--- config.mk ---
export PLATFORM = sky130hd
export DESIGN_NAME = umra_top
export DESIGN_NICKNAME = d
export VERILOG_FILES = /design/src/design/umra_pkg.sv /design/src/design/umra_top.sv /design/src/design/umra_uart_tx.sv
export SDC_FILE = /design/constraint.sdc
export NUM_CORES = 1
export LEC_CHECK = 0
export BUFFER_PORTS_ARGS = -buffer_cell sky130_fd_sc_hd__buf_2
export CAP_MARGIN = 20
export CORE_MARGIN = 2
export CORE_UTILIZATION = 55
export CTS_CLUSTER_SIZE = 20
export DETAILED_ROUTE_END_ITERATION = 8
export PLACE_DENSITY = 0.72
export SYNTH_ARGS = -nofsm -noshare
export SYNTH_HDL_FRONTEND = slang
export SYNTH_SLANG_ARGS = --single-unit
export TNS_END_PERCENT = 1
--- constraint.sdc ---
create_clock -name i_clk -period 10.2 [get_ports i_clk]
set_input_delay 1.53 -clock i_clk [delete_from_list [all_inputs] [get_ports i_clk]]
set_output_delay 1.53 -clock i_clk [all_outputs]
set_load 0.005 [all_outputs]
--- src/design/umra_pkg.sv ---
package umra_pkg;

    // ------------------------------------------------------------------
    // Register offsets
    // ------------------------------------------------------------------
    localparam logic [6:0] UMRA_OFS_ID      = 7'h00;
    localparam logic [6:0] UMRA_OFS_VERSION = 7'h01;
    localparam logic [6:0] UMRA_OFS_SCRATCH = 7'h02;
    localparam logic [6:0] UMRA_OFS_TEMP    = 7'h03;
    localparam logic [6:0] UMRA_OFS_FAN_LO  = 7'h04;
    localparam logic [6:0] UMRA_OFS_FAN_HI  = 7'h05;
    localparam logic [6:0] UMRA_OFS_FAULT   = 7'h06;
    localparam logic [6:0] UMRA_OFS_CTRL    = 7'h0f;

    // ------------------------------------------------------------------
    // Field positions and reset values
    // ------------------------------------------------------------------
    localparam int         UMRA_CTRL_I2C_OFF_BIT = 0;
    localparam int         UMRA_CTRL_CLEAR_BIT   = 1;
    localparam int         UMRA_FAULT_FAN_BIT    = 0;
    localparam int         UMRA_HDR_RD_BIT       = 0;
    localparam logic [7:0] UMRA_SCRATCH_RST      = 8'h00;
    localparam logic [7:0] UMRA_CTRL_RST         = 8'h00;

    // ------------------------------------------------------------------
    // Timing
    // ------------------------------------------------------------------
    localparam int UMRA_CLK_HZ      = 40000000;
    localparam int UMRA_BAUD        = 115200;
    localparam int UMRA_BIT_CYC     = UMRA_CLK_HZ / UMRA_BAUD;
    localparam int UMRA_LONG_MS     = 1000;
    localparam int UMRA_LONG_CYC    = (UMRA_CLK_HZ / 1000) * UMRA_LONG_MS;
    localparam int UMRA_UART_FRAME  = 11;   // Start, 8 data, parity, stop

    // ------------------------------------------------------------------
    // Frame parser states
    // ------------------------------------------------------------------
    typedef enum logic [2:0] {
        UMRA_ST_ADDR_HI = 3'b000,
        UMRA_ST_ADDR_LO = 3'b001,
        UMRA_ST_CNT_HI  = 3'b010,
        UMRA_ST_CNT_LO  = 3'b011,
        UMRA_ST_WR_HI   = 3'b100,
        UMRA_ST_WR_LO   = 3'b101,
        UMRA_ST_RD      = 3'b110
    } umra_state_t;

endpackage : umra_pkg

--- src/design/umra_top.sv ---
`timescale 1ns/1ps
`default_nettype none
module umra_top
    import umra_pkg::*;
#(
    parameter int         BIT_CYC   = UMRA_BIT_CYC,
    parameter int         LONG_CYC  = UMRA_LONG_CYC,
    parameter logic [7:0] ID_VALUE  = 8'h5a,  // Arbitrary identity value
    parameter logic [3:0] FW_MAJOR  = 4'h1,
    parameter logic [3:0] FW_MINOR  = 4'h0
) (
    // Clock and reset
    input  wire logic        i_clk,
    input  wire logic        i_reset,
    // Serial link to host
    input  wire logic        i_rxd,
    output logic             o_txd,
    // Measurements from the management logic
    input  wire logic [7:0]  i_core_temp,
    input  wire logic [15:0] i_fan_rpm,
    input  wire logic        i_fan_out_of_range,
    // Control outputs
    output logic             o_regulator_i2c_off,
    output logic             o_status_led,
    output logic             o_frame_error
);

    // ------------------------------------------------------------------
    // Receive line synchroniser
    // ------------------------------------------------------------------
    logic rxd_meta_reg;
    logic rxd_sync_reg;

    // Two stages before the receiver looks at the pin
    always_ff @(posedge i_clk or posedge i_reset) begin
        if (i_reset) begin
            rxd_meta_reg <= 1'b1;
            rxd_sync_reg <= 1'b1;
        end else begin
            rxd_meta_reg <= i_rxd;
            rxd_sync_reg <= rxd_meta_reg;
        end
    end

    // ------------------------------------------------------------------
    // UART receiver, 8E1
    // ------------------------------------------------------------------
    logic [15:0] rx_cyc_reg;
    logic [3:0]  rx_bits_reg;
    logic [9:0]  rx_shift_reg;
    logic        rx_busy_reg;
    logic        rx_valid_reg;
    logic [7:0]  rx_data_reg;
    logic        rx_perr_reg;

    // Samples mid-bit; start bit rechecked at half period to reject glitches
    always_ff @(posedge i_clk or posedge i_reset) begin
        if (i_reset) begin
            rx_cyc_reg   <= 16'h0000;
            rx_bits_reg  <= 4'h0;
            rx_shift_reg <= 10'h000;
            rx_busy_reg  <= 1'b0;
            rx_valid_reg <= 1'b0;
            rx_data_reg  <= 8'h00;
            rx_perr_reg  <= 1'b0;
        end else begin
            rx_valid_reg <= 1'b0;
            rx_perr_reg  <= 1'b0;
            if (!rx_busy_reg) begin
                if (!rxd_sync_reg) begin
                    rx_busy_reg <= 1'b1;
                    rx_cyc_reg  <= 16'(BIT_CYC / 2);
                    rx_bits_reg <= 4'h0;
                end
            end else if (rx_cyc_reg == 16'(BIT_CYC - 1)) begin
                rx_cyc_reg <= 16'h0000;
                if (rx_bits_reg == 4'h0 && rxd_sync_reg) begin
                    rx_busy_reg <= 1'b0;      // False start
                end else if (rx_bits_reg == 4'ha) begin
                    rx_busy_reg <= 1'b0;
                    // Even parity and stop bit checked
                    if (rxd_sync_reg && !(^rx_shift_reg[9:1])) begin
                        rx_valid_reg <= 1'b1;
                        rx_data_reg  <= rx_shift_reg[8:1];
                    end else begin
                        rx_perr_reg <= 1'b1;
                    end
                end else begin
                    rx_shift_reg <= {rxd_sync_reg, rx_shift_reg[9:1]};
                    rx_bits_reg  <= rx_bits_reg + 4'h1;
                end
            end else begin
                rx_cyc_reg <= rx_cyc_reg + 16'h0001;
            end
        end
    end

    // ------------------------------------------------------------------
    // ASCII hex decode and encode
    // ------------------------------------------------------------------
    logic       chr_is_hex;
    logic [3:0] chr_nibble;

    // Accepts 0-9, A-F and a-f
    always_comb begin
        chr_is_hex = 1'b1;
        chr_nibble = 4'h0;
        if (rx_data_reg >= 8'h30 && rx_data_reg <= 8'h39) begin
            chr_nibble = 4'(rx_data_reg - 8'h30);
        end else if (rx_data_reg >= 8'h41 && rx_data_reg <= 8'h46) begin
            chr_nibble = 4'(rx_data_reg - 8'h37);
        end else if (rx_data_reg >= 8'h61 && rx_data_reg <= 8'h66) begin
            chr_nibble = 4'(rx_data_reg - 8'h57);
        end else begin
            chr_is_hex = 1'b0;
        end
    end

    function automatic logic [7:0] umra_hex_chr(input logic [3:0] n);
        return (n < 4'ha) ? (8'h30 + {4'h0, n}) : (8'h37 + {4'h0, n});
    endfunction : umra_hex_chr

    // ------------------------------------------------------------------
    // Register file
    // ------------------------------------------------------------------
    logic [7:0] scratch_reg;
    logic [7:0] ctrl_reg;
    logic       fault_latch_reg;
    logic [6:0] ptr_reg;
    logic [7:0] rd_byte;
    logic       wr_stb;
    logic [7:0] wr_byte;

    // Read mux; unmapped offsets read zero
    always_comb begin
        case (ptr_reg)
            UMRA_OFS_ID:      rd_byte = ID_VALUE;
            UMRA_OFS_VERSION: rd_byte = {FW_MAJOR, FW_MINOR};
            UMRA_OFS_SCRATCH: rd_byte = scratch_reg;
            UMRA_OFS_TEMP:    rd_byte = i_core_temp;
            UMRA_OFS_FAN_LO:  rd_byte = i_fan_rpm[7:0];
            UMRA_OFS_FAN_HI:  rd_byte = i_fan_rpm[15:8];
            UMRA_OFS_FAULT:   rd_byte = {7'h00, fault_latch_reg};
            UMRA_OFS_CTRL:    rd_byte = ctrl_reg;
            default:          rd_byte = 8'h00;
        endcase
    end

    // Scratch holds the last written value
    always_ff @(posedge i_clk or posedge i_reset) begin
        if (i_reset) begin
            scratch_reg <= UMRA_SCRATCH_RST;
        end else if (wr_stb && ptr_reg == UMRA_OFS_SCRATCH) begin
            scratch_reg <= wr_byte;
        end
    end

    // Control: bit 0 gates regulator I2C, bit 1 is a self-clearing clear
    always_ff @(posedge i_clk or posedge i_reset) begin
        if (i_reset) begin
            ctrl_reg <= UMRA_CTRL_RST;
        end else if (wr_stb && ptr_reg == UMRA_OFS_CTRL) begin
            ctrl_reg <= {6'h00, wr_byte[UMRA_CTRL_CLEAR_BIT],
                         wr_byte[UMRA_CTRL_I2C_OFF_BIT]};
        end else if (ctrl_reg[UMRA_CTRL_CLEAR_BIT]) begin
            ctrl_reg[UMRA_CTRL_CLEAR_BIT] <= 1'b0;
        end
    end

    // Fault latch: an out-of-range sample wins over a clear in same cycle
    always_ff @(posedge i_clk or posedge i_reset) begin
        if (i_reset) begin
            fault_latch_reg <= 1'b0;
        end else if (i_fan_out_of_range) begin
            fault_latch_reg <= 1'b1;
        end else if (ctrl_reg[UMRA_CTRL_CLEAR_BIT]) begin
            fault_latch_reg <= 1'b0;
        end
    end

    always_ff @(posedge i_clk or posedge i_reset) begin
        if (i_reset) begin
            o_regulator_i2c_off <= 1'b0;
        end else begin
            o_regulator_i2c_off <= ctrl_reg[UMRA_CTRL_I2C_OFF_BIT];
        end
    end

    // ------------------------------------------------------------------
    // Frame parser
    // ------------------------------------------------------------------
    umra_state_t state_reg;
    logic [3:0]  hi_nib_reg;
    logic [8:0]  count_reg;    // 0 count means 256 is not reachable; 1..255
    logic        tx_hi_reg;
    logic        tx_valid;
    logic [7:0]  tx_chr;
    logic        tx_ready;
    logic        chr_ok;
    logic [7:0]  rx_byte;

    assign chr_ok  = rx_valid_reg && chr_is_hex;
    assign rx_byte = {hi_nib_reg, chr_nibble};
    assign wr_stb  = (state_reg == UMRA_ST_WR_LO) && chr_ok;
    assign wr_byte = rx_byte;
    assign tx_valid = (state_reg == UMRA_ST_RD);
    // High nibble first on the line
    assign tx_chr  = tx_hi_reg ? umra_hex_chr(rd_byte[7:4])
                               : umra_hex_chr(rd_byte[3:0]);

    // Address, count, then data; non-hex characters are dropped
    always_ff @(posedge i_clk or posedge i_reset) begin
        if (i_reset) begin
            state_reg  <= UMRA_ST_ADDR_HI;
            hi_nib_reg <= 4'h0;
            ptr_reg    <= 7'h00;
            count_reg  <= 9'h000;
            tx_hi_reg  <= 1'b1;
        end else begin
            case (state_reg)
                UMRA_ST_ADDR_HI, UMRA_ST_CNT_HI, UMRA_ST_WR_HI: begin
                    if (chr_ok) begin
                        hi_nib_reg <= chr_nibble;
                        state_reg  <= umra_state_t'(state_reg + 3'h1);
                    end
                end
                UMRA_ST_ADDR_LO: begin
                    if (chr_ok) begin
                        ptr_reg   <= rx_byte[7:1];
                        tx_hi_reg <= rx_byte[UMRA_HDR_RD_BIT];
                        state_reg <= UMRA_ST_CNT_HI;
                    end
                end
                UMRA_ST_CNT_LO: begin
                    if (chr_ok) begin
                        count_reg <= {1'b0, rx_byte};
                        if (rx_byte == 8'h00) begin
                            state_reg <= UMRA_ST_ADDR_HI;
                        end else if (tx_hi_reg) begin
                            state_reg <= UMRA_ST_RD;
                        end else begin
                            state_reg <= UMRA_ST_WR_HI;
                        end
                        tx_hi_reg <= 1'b1;
                    end
                end
                UMRA_ST_WR_LO: begin
                    // Waits for exactly count bytes
                    if (chr_ok) begin
                        ptr_reg   <= ptr_reg + 7'h01;
                        count_reg <= count_reg - 9'h001;
                        state_reg <= (count_reg == 9'h001)
                                     ? UMRA_ST_ADDR_HI : UMRA_ST_WR_HI;
                    end
                end
                UMRA_ST_RD: begin
                    if (tx_ready) begin
                        tx_hi_reg <= !tx_hi_reg;
                        if (!tx_hi_reg) begin
                            ptr_reg   <= ptr_reg + 7'h01;
                            count_reg <= count_reg - 9'h001;
                            if (count_reg == 9'h001) begin
                                state_reg <= UMRA_ST_ADDR_HI;
                            end
                        end
                    end
                end
                default: state_reg <= UMRA_ST_ADDR_HI;
            endcase
        end
    end

    // Parity or framing fault on any received character, one-cycle pulse
    always_ff @(posedge i_clk or posedge i_reset) begin
        if (i_reset) begin
            o_frame_error <= 1'b0;
        end else begin
            o_frame_error <= rx_perr_reg;
        end
    end

    // ------------------------------------------------------------------
    // Transmitter
    // ------------------------------------------------------------------
    umra_uart_tx #(
        .BIT_CYC (BIT_CYC)
    ) u_tx (
        .i_clk   (i_clk),
        .i_reset (i_reset),
        .i_valid (tx_valid),
        .i_data  (tx_chr),
        .o_ready (tx_ready),
        .o_txd   (o_txd)
    );

    // ------------------------------------------------------------------
    // Status LED: fan fault blinks long on, long off
    // ------------------------------------------------------------------
    logic [31:0] led_cyc_reg;

    // Only one fault source here, so it is always the highest priority
    always_ff @(posedge i_clk or posedge i_reset) begin
        if (i_reset) begin
            led_cyc_reg  <= 32'h0000_0000;
            o_status_led <= 1'b0;
        end else if (!fault_latch_reg) begin
            // Primed to the last count so a new fault lights at once
            led_cyc_reg  <= 32'(LONG_CYC - 1);
            o_status_led <= 1'b0;
        end else if (led_cyc_reg == 32'(LONG_CYC - 1)) begin
            // Equal halves: LONG_CYC lit, then LONG_CYC dark
            led_cyc_reg  <= 32'h0000_0000;
            o_status_led <= !o_status_led;
        end else begin
            led_cyc_reg <= led_cyc_reg + 32'h0000_0001;
        end
    end

endmodule : umra_top
`default_nettype wire

--- src/design/umra_uart_tx.sv ---
`timescale 1ns/1ps
`default_nettype none
module umra_uart_tx
    import umra_pkg::*;
#(
    parameter int BIT_CYC = UMRA_BIT_CYC
) (
    // Clock and reset
    input  wire logic       i_clk,
    input  wire logic       i_reset,
    // Character to send
    input  wire logic       i_valid,
    input  wire logic [7:0] i_data,
    output logic            o_ready,
    // Serial line
    output logic            o_txd
);

    logic [10:0] shift_reg;
    logic [3:0]  bits_reg;
    logic [15:0] cyc_reg;

    // ------------------------------------------------------------------
    // Shifter: start bit, data LSB first, even parity, stop bit
    // ------------------------------------------------------------------
    always_ff @(posedge i_clk or posedge i_reset) begin
        if (i_reset) begin
            shift_reg <= 11'h7ff;
            bits_reg  <= 4'h0;
            cyc_reg   <= 16'h0000;
            o_txd     <= 1'b1;
            o_ready   <= 1'b1;
        end else if (bits_reg == 4'h0) begin
            o_txd <= 1'b1;
            if (i_valid && o_ready) begin
                // Parity kept even over the data bits
                shift_reg <= {1'b1, ^i_data, i_data, 1'b0};
                bits_reg  <= 4'(UMRA_UART_FRAME);
                cyc_reg   <= 16'h0000;
                o_ready   <= 1'b0;
            end else begin
                o_ready <= 1'b1;
            end
        end else begin
            o_txd <= shift_reg[0];
            if (cyc_reg == 16'(BIT_CYC - 1)) begin
                cyc_reg   <= 16'h0000;
                shift_reg <= {1'b1, shift_reg[10:1]};
                bits_reg  <= bits_reg - 4'h1;
            end else begin
                cyc_reg <= cyc_reg + 16'h0001;
            end
        end
    end

endmodule : umra_uart_tx
`default_nettype wire

After elaboration in Yosys (flattened, before gate mapping)
Cells that the tools add are included.
- shifts and indexed selects: 0
- order comparisons: 8
- add/sub/neg operators: 15
- bitwise gates (word level): 2
- eq/ne operators: 31
- reduce and logical (&&, ||, !) cells: 35
- divide/modulo/power cells: 0
- multiply operators: 0
- muxes and demuxes: 76
- operators by type and width (operator ; count):
    $mux 16 ; 6
    $mux 32 ; 2
    $pmux 8 s8 ; 1
    $mux 7 ; 7
    $mux 4 ; 11
    $mux 9 ; 4
    $mux 11 ; 3
    $add 16x1->16 const B ; 2
    $add 32x1->32 const B ; 1
    $eq 16x9->1 const B ; 2
    $eq 32x26->1 const B ; 1
    $add 6x4->7 const A ; 4
    $mux 1 ; 28
    $mux 3 ; 9
    $pmux 9 s3 ; 1
    $eq 7x3->1 const B ; 3
    $pmux 7 s3 ; 1
    $ne 2x2->1 const B ; 10
    $ge 8x7->1 const B ; 2
    $le 8x7->1 const B ; 2
    $pmux 3 s5 ; 1
    $reduce_and 5->1 ; 3
    $eq 7x2->1 const B ; 2
    $reduce_and 4->1 ; 3
    33 further kinds ; 58
- flip-flop bits (word level): 146
- memory bits (read-only): 0
- input bits: 28
- word-level logic and storage cells: 194
- memories: 0
- latch bits: 0
- memory bits (writable): 0
- output and inout port bits: 4

Longest topological paths before layout
Gate-level depths: netlist of run 1.
- depth in word-level cells: 9
- gate-level depth with buffers: 14
- depth with buffers taken out: 13

Modules after synthesis
A second synthesis of run 1 with hierarchy kept.
- cells, all modules: 868
- area total of the unflattened synthesis: 8142.8 um2
- by module, submodules not included (module ; times used ; area each (um2) ; cells an instance ; sequential area each (um2)):
    umra_top ; 1 ; 6433.7 ; 678 ; 2806.4
    umra_uart_tx ; 1 ; 1709.1 ; 190 ; 815.8

Least setup slack after synthesis of run 1
OpenSTA, ideal clock, no wires.
- kind: input -> register
- start point: input i_core_temp[5]
- end point: register u_tx.shift_reg[9]
- buffers on the path: 0
- setup time: 73 ps
- arrival time: 3127 ps
- path slack: 7000 ps
- required time: 10127 ps
- stages on the path: 10
- cells stage by stage: a22oi_1 nor3_1 or2_2 inv_1 ha_1 a21oi_1 o32ai_1 o211ai_1 xor2_1 a21oi_1
- word-level cells in the longest chain between the ends: 7
- elaborated cells on any way between the ends: 9
- those cells by class: 2 x add/sub; 1 x order compare; 5 x mux; 1 x reduce/logical
- RTL lines (item ; RTL line ; RTL):
    from (decl) ; umra_top.sv:19 ; input wire logic [7:0] i_core_temp,
    $pmux 8 s8 (*) ; umra_top.sv:136 ; case (ptr_reg)
    $add 6x4->7 or $lt 4x4->1 (tied branches) ; umra_top.sv:120 ; return (n < 4'ha) ? (8'h30 + {4'h0, n}) : (8'h37 + {4'h0, n});
    $mux 7 (*) ; umra_top.sv:120 ;
    $mux 7 (*) ; umra_top.sv:208 ; assign tx_chr = tx_hi_reg ? umra_hex_chr(rd_byte[7:4])
    $reduce_xor 8->1 (*) ; umra_uart_tx.sv:37 ; shift_reg <= {1'b1, ^i_data, i_data, 1'b0};
    $mux 11 (*) ; umra_uart_tx.sv:35 ; if (i_valid && o_ready) begin
    $mux 11 (*) ; umra_uart_tx.sv:33 ; end else if (bits_reg == 4'h0) begin
    to (signal assigned) ; umra_uart_tx.sv:37 ;
    to (signal assigned) ; umra_uart_tx.sv:48 ; shift_reg <= {1'b1, shift_reg[10:1]};
    to (decl) ; umra_uart_tx.sv:19 ; logic [10:0] shift_reg;
Mark *: on every way between the ends. The rest lies on a longest branch, timed or not. The select of a mux whose other input is x is not followed.
A chain may end at the register's enable or synchronous reset.

Worst setup path in the final report of run 1
- start point: input i_fan_rpm[2]
- end point: register u_tx.shift_reg[6]
- word-level cells in the longest chain between the ends: 6
- elaborated cells on any way between the ends: 8
- those cells by class: 2 x add/sub; 1 x order compare; 5 x mux
- RTL lines (item ; RTL line ; RTL):
    from (decl) ; umra_top.sv:20 ; input wire logic [15:0] i_fan_rpm,
    $pmux 8 s8 (*) ; umra_top.sv:136 ;
    $add 6x4->7 or $lt 4x4->1 (tied branches) ; umra_top.sv:120 ;
    $mux 7 (*) ; umra_top.sv:120 ;
    $mux 7 (*) ; umra_top.sv:208 ;
    $mux 11 (*) ; umra_uart_tx.sv:35 ;
    $mux 11 (*) ; umra_uart_tx.sv:33 ;
Marked as above.

==> results of run 1 <==
[cell usage in the layout, fill, tap and decap left out, types with 7 or more instances in the layout]
cell,instances
nor2_1,75
buf_2,31
nand2_1,78
clkbuf_16,17
dfstp_2,15
xor2_1,23
and3_1,24
nor3_1,26
xnor2_1,24
a22oi_1,14
dfrtp_1,129
a21oi_1,50
mux2_2,26
nor4_1,11
ha_1,24
or2_2,7
o21ai_0,97
inv_1,32
a31oi_1,10
nand3_1,32
nand4_1,9
or3_1,7
nand2b_1,10
[where the power goes]
part	switching, mW	internal (mW)
combinational	0.0464	0.0366
clock	0.232	0.418
sequential	0.0283	0.598
[through the flow]
stage	power, mW	std cells	util [%]	setup slack, ns	hold slack [ns]
2_1_floorplan	0.6919	854	-	4.829	0.3312
3_3_place_gp	0.7118	1035	58.53	6.760	0.3446
3_5_place_dp	0.7185	1035	58.53	6.701	0.3413
4_1_cts	1.374	1067	63.02	7.110	0.3573
5_1_grt	1.418	1068	63.08	6.951	0.3584
6_report	1.359	1068	63.08	7.035	0.3573
[metal layers]
metal	up-vias	GRT usage (%)	part of all wire [%]	wire, um
li1	3106	-	-	-
met2	149	38.29	49	8161
met3	18	5.632	3.9	651
met5	-	0	0	0
met1	3123	30.48	46	7705
met4	0	7.584	1.3	216
[cell type report]
cell class                 instances  share of cell area [%]
clock buffer                      24                   5.686
timing repair buffer              35                   2.099
inverter                          34                   1.503
sequential                       144                   41.05
multi-input combinational        643                   45.68
clock inverter                     8                   1.432
tap                              180                   2.552
[logic make-up after synthesis]
logic type / count (synthesis) / synth area share [%]
XOR/XNOR: 47 / 5.198
adder cells (fa/ha/maj): 24 / 3.792
multiplexers: 28 / 3.950
flip-flops: 144 / 45.74
buffers and inverters: 67 / 3.413
AND/OR/NAND/NOR: 316 / 20.16
AO/OA/AOI/OAI: 228 / 17.74
[path summary, 6_finish.rpt]
check,startpoint,endpoint,cells after the start
min reg2reg,rxd_meta_reg,rxd_sync_reg,0
min in group asynchronous,i_reset,rx_cyc_reg[10],2
max,i_fan_rpm[2],u_tx.shift_reg[6],9
max reg2reg,rx_data_reg[1],count_reg[6],9
min,rxd_meta_reg,rxd_sync_reg,0
max in group asynchronous,i_reset,state_reg[0],3
==> flow_metrics.env, run 1 <==
export IMPL_place_congestion=0.9052
export IMPL_ant_nets=0
export IMPL_cts_tree="done"
export IMPL_rsz0062_at_grt="false"
export IMPL_start_kind="primary input"
export IMPL_syn_nets=906
export IMPL_syn_inst=854
export IMPL_crit_buf_inv=1
export IMPL_clock_fmax_ghz=0.3159
export IMPL_clockRootBuffer="clkbuf_16"
export IMPL_boundaryPins=32
export IMPL_port_buffers=31
export IMPL_synth_edff_count=0
export IMPL_max_vdd_ir_drop_mv=0.1179
export IMPL_max_slew_worst_pin_slew_ns=1.028
export IMPL_cts_htree_levels=4
export IMPL_numCtsBuffers=17
export IMPL_antenna_found_initial=0
export IMPL_synthTopCellsByCount="dfrtp_1, o21ai_0, nand2_1"
export IMPL_die_w_um=124.0
export IMPL_clk_latency_ns=0.42
export IMPL_r2r_slack_ns=7.21
export IMPL_multi_input_area_um2=4030
export IMPL_rows=43
export IMPL_die_h_um=124.0
export IMPL_die_area_um2=15370
export IMPL_syn2layout_area_growth_pct=11.42
export IMPL_drtPass1Iterations=4
export IMPL_slew_headroom_pct=31.50
export IMPL_ys_types=70
export IMPL_post_dp_cell_area_um2=8188
export IMPL_finalClockSkew_ns=0.009677
export IMPL_vias=6396
export IMPL_post_cts_buffers=0
export IMPL_synth_ff_type="dfrtp_1"
export IMPL_p_per_area_nw_per_um2=154.1
export IMPL_cp_end_kind="flip-flop"
export IMPL_required_ns=10.55
export IMPL_yosysTopAreaCell="dfrtp_1"
export IMPL_outcome="complete, no violations"
export IMPL_grt_max_degree=80
export IMPL_syn_area_um2=7919
export IMPL_async_reset_ff_share_pct=100.0
export IMPL_syn_area_per_cell_um2=9.273
export IMPL_clock_sinks=144
export IMPL_first_iter_violations=474
export IMPL_crit_path_max_fanout=5
export IMPL_drc_errors=0
export IMPL_clk_path_buf_depth=2
export IMPL_cts_hold_buf=0
export IMPL_dp_hpwl_um=11400
export IMPL_n_fill_cell=1171
export IMPL_hold_class="flip-flop to flip-flop"
export IMPL_ys_ff_latch=144
export IMPL_vias_per_cell=5.989
export IMPL_regArea_um2=3622
export IMPL_path_cells="buf_2 -> a22oi_1 -> nor3_1 -> or2_2 -> o41ai_1 -> nor2_1 -> a211oi_1 -> a21oi_1 -> a21oi_1"
export IMPL_core_um2=13990
export IMPL_fin_crit_sh_pct=31.03
export IMPL_grt_use_total_pct=23.29
export IMPL_finalSetupTns_ns=0
export IMPL_overflow=0
export IMPL_netlist_top_cells_area="dfrtp_1, o21ai_0, dfstp_2, ha_1, mux2_2"
export IMPL_fin_crit_ns=3.165
export IMPL_diodes=0
export IMPL_crit_type="primary input to flip-flop"
export IMPL_nNetsFinal=927
export IMPL_max_cap_violations=0
export IMPL_clk_pin_slew_ns=0.06
export IMPL_crit_path_max_incr_delay_ns=0.61
export IMPL_yosysWarnings=0
export IMPL_drive_above_1_share_pct=14.86
export IMPL_design_area_um2=8823
export IMPL_grt_pass1_wl_um=28570
export IMPL_crit_slowest_cell="o41ai_1"
export IMPL_hold_viol=0
export IMPL_wl_per_cell_um=15.67
export IMPL_yosysSeqAreaShare_pct=45.74
export IMPL_start_util_pct=56.61
export IMPL_wl_um=16730
export IMPL_critical_path_top_delay_family="compound AO/OA/AOI/OAI gates"
export IMPL_largest_reg_flops=32
export IMPL_synth_most_common_cell="dfrtp_1"
export IMPL_cts_resized=0
export IMPL_grt_pass1_vias=6327
export IMPL_cp_data_arrival_time_ns=3.51
export IMPL_slew_violations=0
export IMPL_synth_top_cell_area_share_pct=40.76
export IMPL_path_common_cell="a21oi_1"
export IMPL_power_leakage_nw=3.911
export IMPL_setup_viol=0
No activity file was read; power rests on OpenSTA's default activity.
==> run 2: changes to the inputs <==
==> constraint.sdc (replaced) <==
create_clock -name i_clk -period 3.27 [get_ports i_clk]
set_input_delay 0.4905 -clock i_clk [delete_from_list [all_inputs] [get_ports i_clk]]
set_output_delay 0.4905 -clock i_clk [all_outputs]
set_load 0.005 [all_outputs]
==> run 2 against run 1 <==
Net effect: cell area rose by 0.27%; clock-buffer cell count fell by 4; clock power rose to 2.9 times the previous value; clock skew rose by 0.0016 ns; register-to-register slack got worse by 6.9 ns; sequential share of layout area fell by 0.11 points; critical path type is now flip-flop to flip-flop; critical endpoint is now u_tx.shift_reg[9]; largest cell class unchanged.
==> flow_metrics.env, run 2 (synthesis gave the netlist of run 1 again) <==
export IMPL_start_util_pct=56.61
export IMPL_cp_startpoint="ptr_reg[4]"
export IMPL_grt_use_total_pct=23.21
export IMPL_die_w_um=124.0
export IMPL_grt_pass1_vias=6173
export IMPL_clk_pin_slew_ns=0.06
export IMPL_syn2layout_area_growth_pct=11.72
export IMPL_max_vdd_ir_drop_mv=0.3803
export IMPL_required_ns=3.61
export IMPL_power_leakage_nw=3.906
export IMPL_r2r_start="ptr_reg[4]"
export IMPL_crit_path_max_incr_delay_ns=0.63
export IMPL_rsz0062_at_grt="false"
export IMPL_max_cap_violations=0
export IMPL_wl_um=16880
export IMPL_clock_fmax_ghz=0.3390
export IMPL_setup_viol=0
export IMPL_clk_latency_ns=0.42
export IMPL_met3WireLength_um=768
export IMPL_final_cell_mix="dfrtp_1, o21ai_0, nand2_1"
export IMPL_critical_path_top_delay_family="compound AO/OA/AOI/OAI gates"
export IMPL_post_cts_buffers=0
export IMPL_outcome="complete, no violations"
export IMPL_place_congestion=0.8809
export IMPL_start_kind="flip-flop"
export IMPL_die_area_um2=15370
export IMPL_hold_class="primary input to flip-flop"
export IMPL_finalClockSkew_ns=0.01126
export IMPL_fin_crit_sh_pct=90.21
export IMPL_clk_path_buf_depth=2
export IMPL_diodes=0
export IMPL_final_common_cell="dfrtp_1"
export IMPL_crit_type="flip-flop to flip-flop"
export IMPL_dp_hpwl_um=11530
export IMPL_slew_headroom_pct=32.32
export IMPL_slew_violations=0
export IMPL_clock_sinks=144
export IMPL_crit_buf_inv=0
export IMPL_die_h_um=124.0
export IMPL_wl_met2_um=8173
export IMPL_first_iter_violations=428
export IMPL_max_slew_worst_pin_slew_ns=1.015
export IMPL_crit_path_max_fanout=8
export IMPL_p_per_area_nw_per_um2=464.3
export IMPL_fin_crit_ns=2.950
export IMPL_cp_data_arrival_time_ns=3.29
export IMPL_ant_nets=0
export IMPL_min_from="i_rxd"
export IMPL_nNetsFinal=936
export IMPL_rows=43
export IMPL_port_buffers=31
export IMPL_crit_slowest_cell="or4b_1"
export IMPL_vias_per_cell=5.986
export IMPL_vias=6447
export IMPL_antenna_found_initial=0
export IMPL_drtPass1Iterations=8
export IMPL_grt_max_degree=78
export IMPL_path_cells="or4b_1 -> or2_1 -> o22a_2 -> ha_1 -> o21bai_1 -> a21oi_1 -> o32ai_1 -> o211ai_1 -> xor2_1 -> a21oi_1"
export IMPL_wl_per_cell_um=15.67
export IMPL_boundaryPins=32
export IMPL_overflow=0
export IMPL_wl_met1_um=7683
export IMPL_hold_viol=0
export IMPL_drc_errors=0
export IMPL_finalSetupTns_ns=0
export IMPL_cts_htree_levels=4
export IMPL_clockRootBuffer="clkbuf_16"
export IMPL_numCtsBuffers=17
export IMPL_largest_reg_flops=32
export IMPL_cts_hold_buf=0
export IMPL_path_common_cell="a21oi_1"
export IMPL_drive_above_1_share_pct=15.61
export IMPL_cp_end_kind="flip-flop"
export IMPL_post_dp_cell_area_um2=8262
export IMPL_cts_tree="done"
export IMPL_grt_pass1_wl_um=28350
export IMPL_maxUsedRoutingLayer="met4"
export IMPL_design_area_um2=8847
export IMPL_core_um2=13990
export IMPL_cts_resized=0
-- run 2: worst paths after layout --
check	slack, ns	cells after the start	to
min	0.17	1	rxd_meta_reg
max in group asynchronous	2.24	3	ptr_reg[1]
min reg2reg	0.35	0	rxd_sync_reg
max	0.32	10	u_tx.shift_reg[9]
min in group asynchronous	0.34	3	rx_cyc_reg[13]
max reg2reg	0.32	10	u_tx.shift_reg[9]
-- run 2: area by class of cell --
| type | instances | area [um2] |
|---|---|---|
| tap | 180 | 225.2 |
| fill | 1144 | 5141 |
| multi-input combinational | 643 | 4043 |
| sequential | 144 | 3622 |
| clock buffer | 20 | 436.7 |
| timing repair buffer | 44 | 252.7 |
| inverter | 34 | 131.4 |
| clock inverter | 12 | 136.4 |
-- run 2: layer usage --
metal | vias up | global-route usage (%)
met1 | 3136 | 30.18
met4 | 0 | 8.287
li1 | 3126 | -
met3 | 20 | 4.670
met5 | - | 0
met2 | 165 | 38.74
-- run 2: worst reg2reg max path, cell delays in order (launching register included) --
cell and delay, ns:
dfrtp_1 0.44, or4b_1 0.63, or2_1 0.34, o22a_2 0.30, ha_1 0.26, o21bai_1 0.21
a21oi_1 0.16, o32ai_1 0.10, o211ai_1 0.19, xor2_1 0.17, a21oi_1 0.08
-- run 2: metrics by stage --
stage | hold slack, ns | setup WS [ns] | util (%) | power [mW] | std cells
4_1_cts | 0.1536 | 0.3108 | 63.16 | 4.145 | 1077
3_3_place_gp | 0.3463 | 0.4346 | 59.06 | 2.222 | 1045
3_5_place_dp | 0.3472 | 0.3218 | 59.06 | 2.243 | 1045
6_report | 0.1690 | 0.3200 | 63.25 | 4.108 | 1077
5_1_grt | 0.1523 | 0.09161 | 63.25 | 4.280 | 1077
2_1_floorplan | 0.3312 | 0.5988 | - | 2.159 | 854
-- run 2: power by group --
group / switching, mW / internal (mW)
combinational: 0.147 / 0.114
sequential: 0.0896 / 1.87
clock: 0.764 / 1.13
total: 1.00 / 3.11
==> run 3: changes to the inputs <==
--- a/config.mk
+++ b/config.mk
@@ -14,5 +14,6 @@
 export PLACE_DENSITY = 0.72
 export SYNTH_ARGS = -nofsm -noshare
 export SYNTH_HDL_FRONTEND = slang
+export SYNTH_HIERARCHICAL = 1
 export SYNTH_SLANG_ARGS = --single-unit
 export TNS_END_PERCENT = 1
==> run 3 against run 2 <==
Net effect: utilization increased by 0.14 points; hold slack got worse by 0.089 ns; sequential power about the same; flip-flop and latch count unchanged; total power increased by 7.8%; cell count increased by 1.9%; die area increased by 2.7%; clock-buffer cell count increased by 3; clock power increased by 15%; clock skew decreased by 0.0042 ns; synthesized area increased by 2.8%; critical path type unchanged; critical endpoint is now u_tx/shift_reg[9]; highest routed layer unchanged.
==> flow_metrics.env, run 3 <==
export IMPL_outcome="complete, no violations"
export IMPL_finalClockSkew_ns=0.007108
export IMPL_rows=44
export IMPL_max_slew_worst_pin_slew_ns=0.9885
export IMPL_first_iter_violations=599
export IMPL_slew_violations=0
export IMPL_synth_edff_count=0
export IMPL_final_cell_mix="dfrtp_1, nand2_1, o21ai_0"
export IMPL_cp_data_arrival_time_ns=3.40
export IMPL_cts_tree="done"
export IMPL_syn_area_per_cell_um2=9.381
export IMPL_crit_slowest_cell="dfrtp_1"
export IMPL_antenna_found_initial=0
export IMPL_largest_reg_flops=32
export IMPL_grt_max_degree=42
export IMPL_boundaryPins=32
export IMPL_drtPass1Iterations=5
export IMPL_r2r_slack_ns=0.21
export IMPL_crit_path_max_fanout=7
export IMPL_hold_viol=0
export IMPL_p_sw_mw=1.005
export IMPL_grt_pass1_vias=6561
export IMPL_syn_inst=868
export IMPL_wl_um=18130
export IMPL_seq_power_share_pct=44.4
export IMPL_cell_internal_pwr_mw=3.426
export IMPL_path_common_cell="xnor2_1"
export IMPL_clock_fmax_ghz=0.3273
export IMPL_synthTopCellsByCount="dfrtp_1, nand2_1, o21ai_0"
export IMPL_ys_ff_latch=144
export IMPL_wl_met1_um=8019
export IMPL_max_vdd_ir_drop_mv=0.3695
export IMPL_wl_per_cell_um=16.53
export IMPL_hold_class="primary input to asynchronous set/reset pin"
export IMPL_finalSetupTns_ns=0
export IMPL_p_per_area_nw_per_um2=482.7
export IMPL_start_util_pct=56.24
export IMPL_vias=6719
export IMPL_dp_hpwl_um=12540
export IMPL_netlist_top_cells_area="dfrtp_1, o21ai_0, dfstp_2, nand2_1, ha_1"
export IMPL_crit_path_max_incr_delay_ns=0.43
export IMPL_start_kind="flip-flop"
export IMPL_crit_type="flip-flop to flip-flop"
export IMPL_cts_hold_buf=0
export IMPL_clk_pin_slew_ns=0.06
export IMPL_maxUsedRoutingLayer="met4"
export IMPL_power_leakage_nw=4.078
export IMPL_cp_end_kind="flip-flop"
export IMPL_max_cap_violations=0
export IMPL_syn_area_um2=8143
export IMPL_final_common_cell="dfrtp_1"
export IMPL_clock_sinks=144
export IMPL_power_share_switching_pct=22.68
export IMPL_rsz0062_at_grt="false"
export IMPL_required_ns=3.62
export IMPL_ant_nets=0
export IMPL_vias_per_cell=6.125
export IMPL_setup_viol=0
export IMPL_yosysSeqAreaShare_pct=44.48
export IMPL_diodes=0
export IMPL_clk_path_buf_depth=2
export IMPL_holdWs_ns=0.08000
export IMPL_grt_pass1_wl_um=31090
export IMPL_nNetsFinal=954
export IMPL_synth_top_cell_area_share_pct=39.64
export IMPL_clockRootBuffer="clkbuf_16"
export IMPL_overflow=0
export IMPL_drive_above_1_share_pct=16.21
export IMPL_fin_crit_ns=3.056
export IMPL_ys_types=80
export IMPL_synth_most_common_cell="dfrtp_1"
export IMPL_reg2reg_depth=14
export IMPL_place_congestion=0.9217
export IMPL_cts_htree_levels=4
export IMPL_die_area_um2=15790
export IMPL_slew_headroom_pct=33.96
export IMPL_grt_use_total_pct=24.03
export IMPL_yosysTopAreaCell="dfrtp_1"
export IMPL_wl_met2_um=8991
export IMPL_numCtsBuffers=17
export IMPL_drc_errors=0
export IMPL_clkPwrFrac_pct=49.1
export IMPL_path_cells="ha_1 -> buf_4 -> a22oi_1 -> nor3_2 -> a221o_2 -> inv_1 -> ha_1 -> nand2_1 -> or3_1 -> a31oi_1 -> xnor2_1 -> xnor2_1 -> xnor2_1 -> a31oi_1"
export IMPL_port_buffers=31
export IMPL_synth_ff_type="dfrtp_1"
export IMPL_met3WireLength_um=799
export IMPL_clk_latency_ns=0.42
export IMPL_core_um2=14480
export IMPL_yosysWarnings=6
export IMPL_syn2layout_area_growth_pct=12.71
export IMPL_comb_power_share_pct=6.5
export IMPL_async_reset_ff_share_pct=100.0
export IMPL_die_w_um=125.7
export IMPL_fin_crit_sh_pct=93.44
export IMPL_die_h_um=125.7
run 3: cell families after synthesis:
family,after synthesis,share of synthesized area [%]
simple gates,319,20.71
compound gates,228,17.24
flops,144,44.48
buf+inv,71,3.734
xor+xnor,45,4.840
mux,34,4.948
fa+ha+maj,26,3.995
other cells,1,0.04605
run 3: metrics by stage:
stage	area, um2	std cells	worst slack [ns]	utilization [%]	power [mW]
floorplan	8150	869	0.4393	-	2.176
finish	9178	1097	0.2144	63.39	4.430
global route	9178	1097	0.01300	63.39	4.591
detailed placement	8508	1065	0.1816	58.76	2.277
CTS	9173	1097	0.1702	63.35	4.462
global placement	8508	1065	0.2853	58.76	2.255
run 3: power groups by stage:
stage	Clock [mW]	Sequential, mW	Combinational, mW
floorplan	0	1.97	0.209
global placement	0	1.98	0.271
detailed placement	0	1.99	0.283
CTS	2.21	1.96	0.291
global route	2.29	1.98	0.324
finish	2.18	1.97	0.287
run 3: worst max-delay path: cells and delay by family, from the launching register on:
kind	cells	cell delay, ns
DFF	1	0.43
xor gates and xnor gates	3	0.41
AOI/OAI and AO/OA	4	0.96
and+or+nand+nor	3	0.45
adders and majority gates	2	0.45
buffers and inverters	2	0.26
run 3: per-layer routing:
metal / GRT usage [%] / up-vias
met4: 9.216 / 0
met3: 5.183 / 36
met2: 38.82 / 168
li1: - / 3197
met1: 32.00 / 3318
met5: 0 / -
run 3: worst paths after layout:
| check | end | start |
|---|---|---|
| max | u_tx/shift_reg[9] | ptr_reg[0] |
| min | u_tx/cyc_reg[5] | i_reset |
| max reg2reg | u_tx/shift_reg[9] | ptr_reg[0] |
| min reg2reg | rxd_sync_reg | rxd_meta_reg |
| max in group asynchronous | rxd_sync_reg | i_reset |
| min in group i_clk | rxd_meta_reg | i_rxd |
run 3: timing repair:
item	4_1_cts	5_1_grt
setup endpoints to repair	0	1
resized for setup	0	3
buffers inserted	0	0
run 3: cell type report:
class	instances	area, um2
sequential	144	3622
clock inverter	9	176.4
tap	184	230.2
multi-input combinational	654	4225
fill	1140	5301
clock buffer	23	488.0
timing repair buffer	46	292.8
inverter	37	142.6
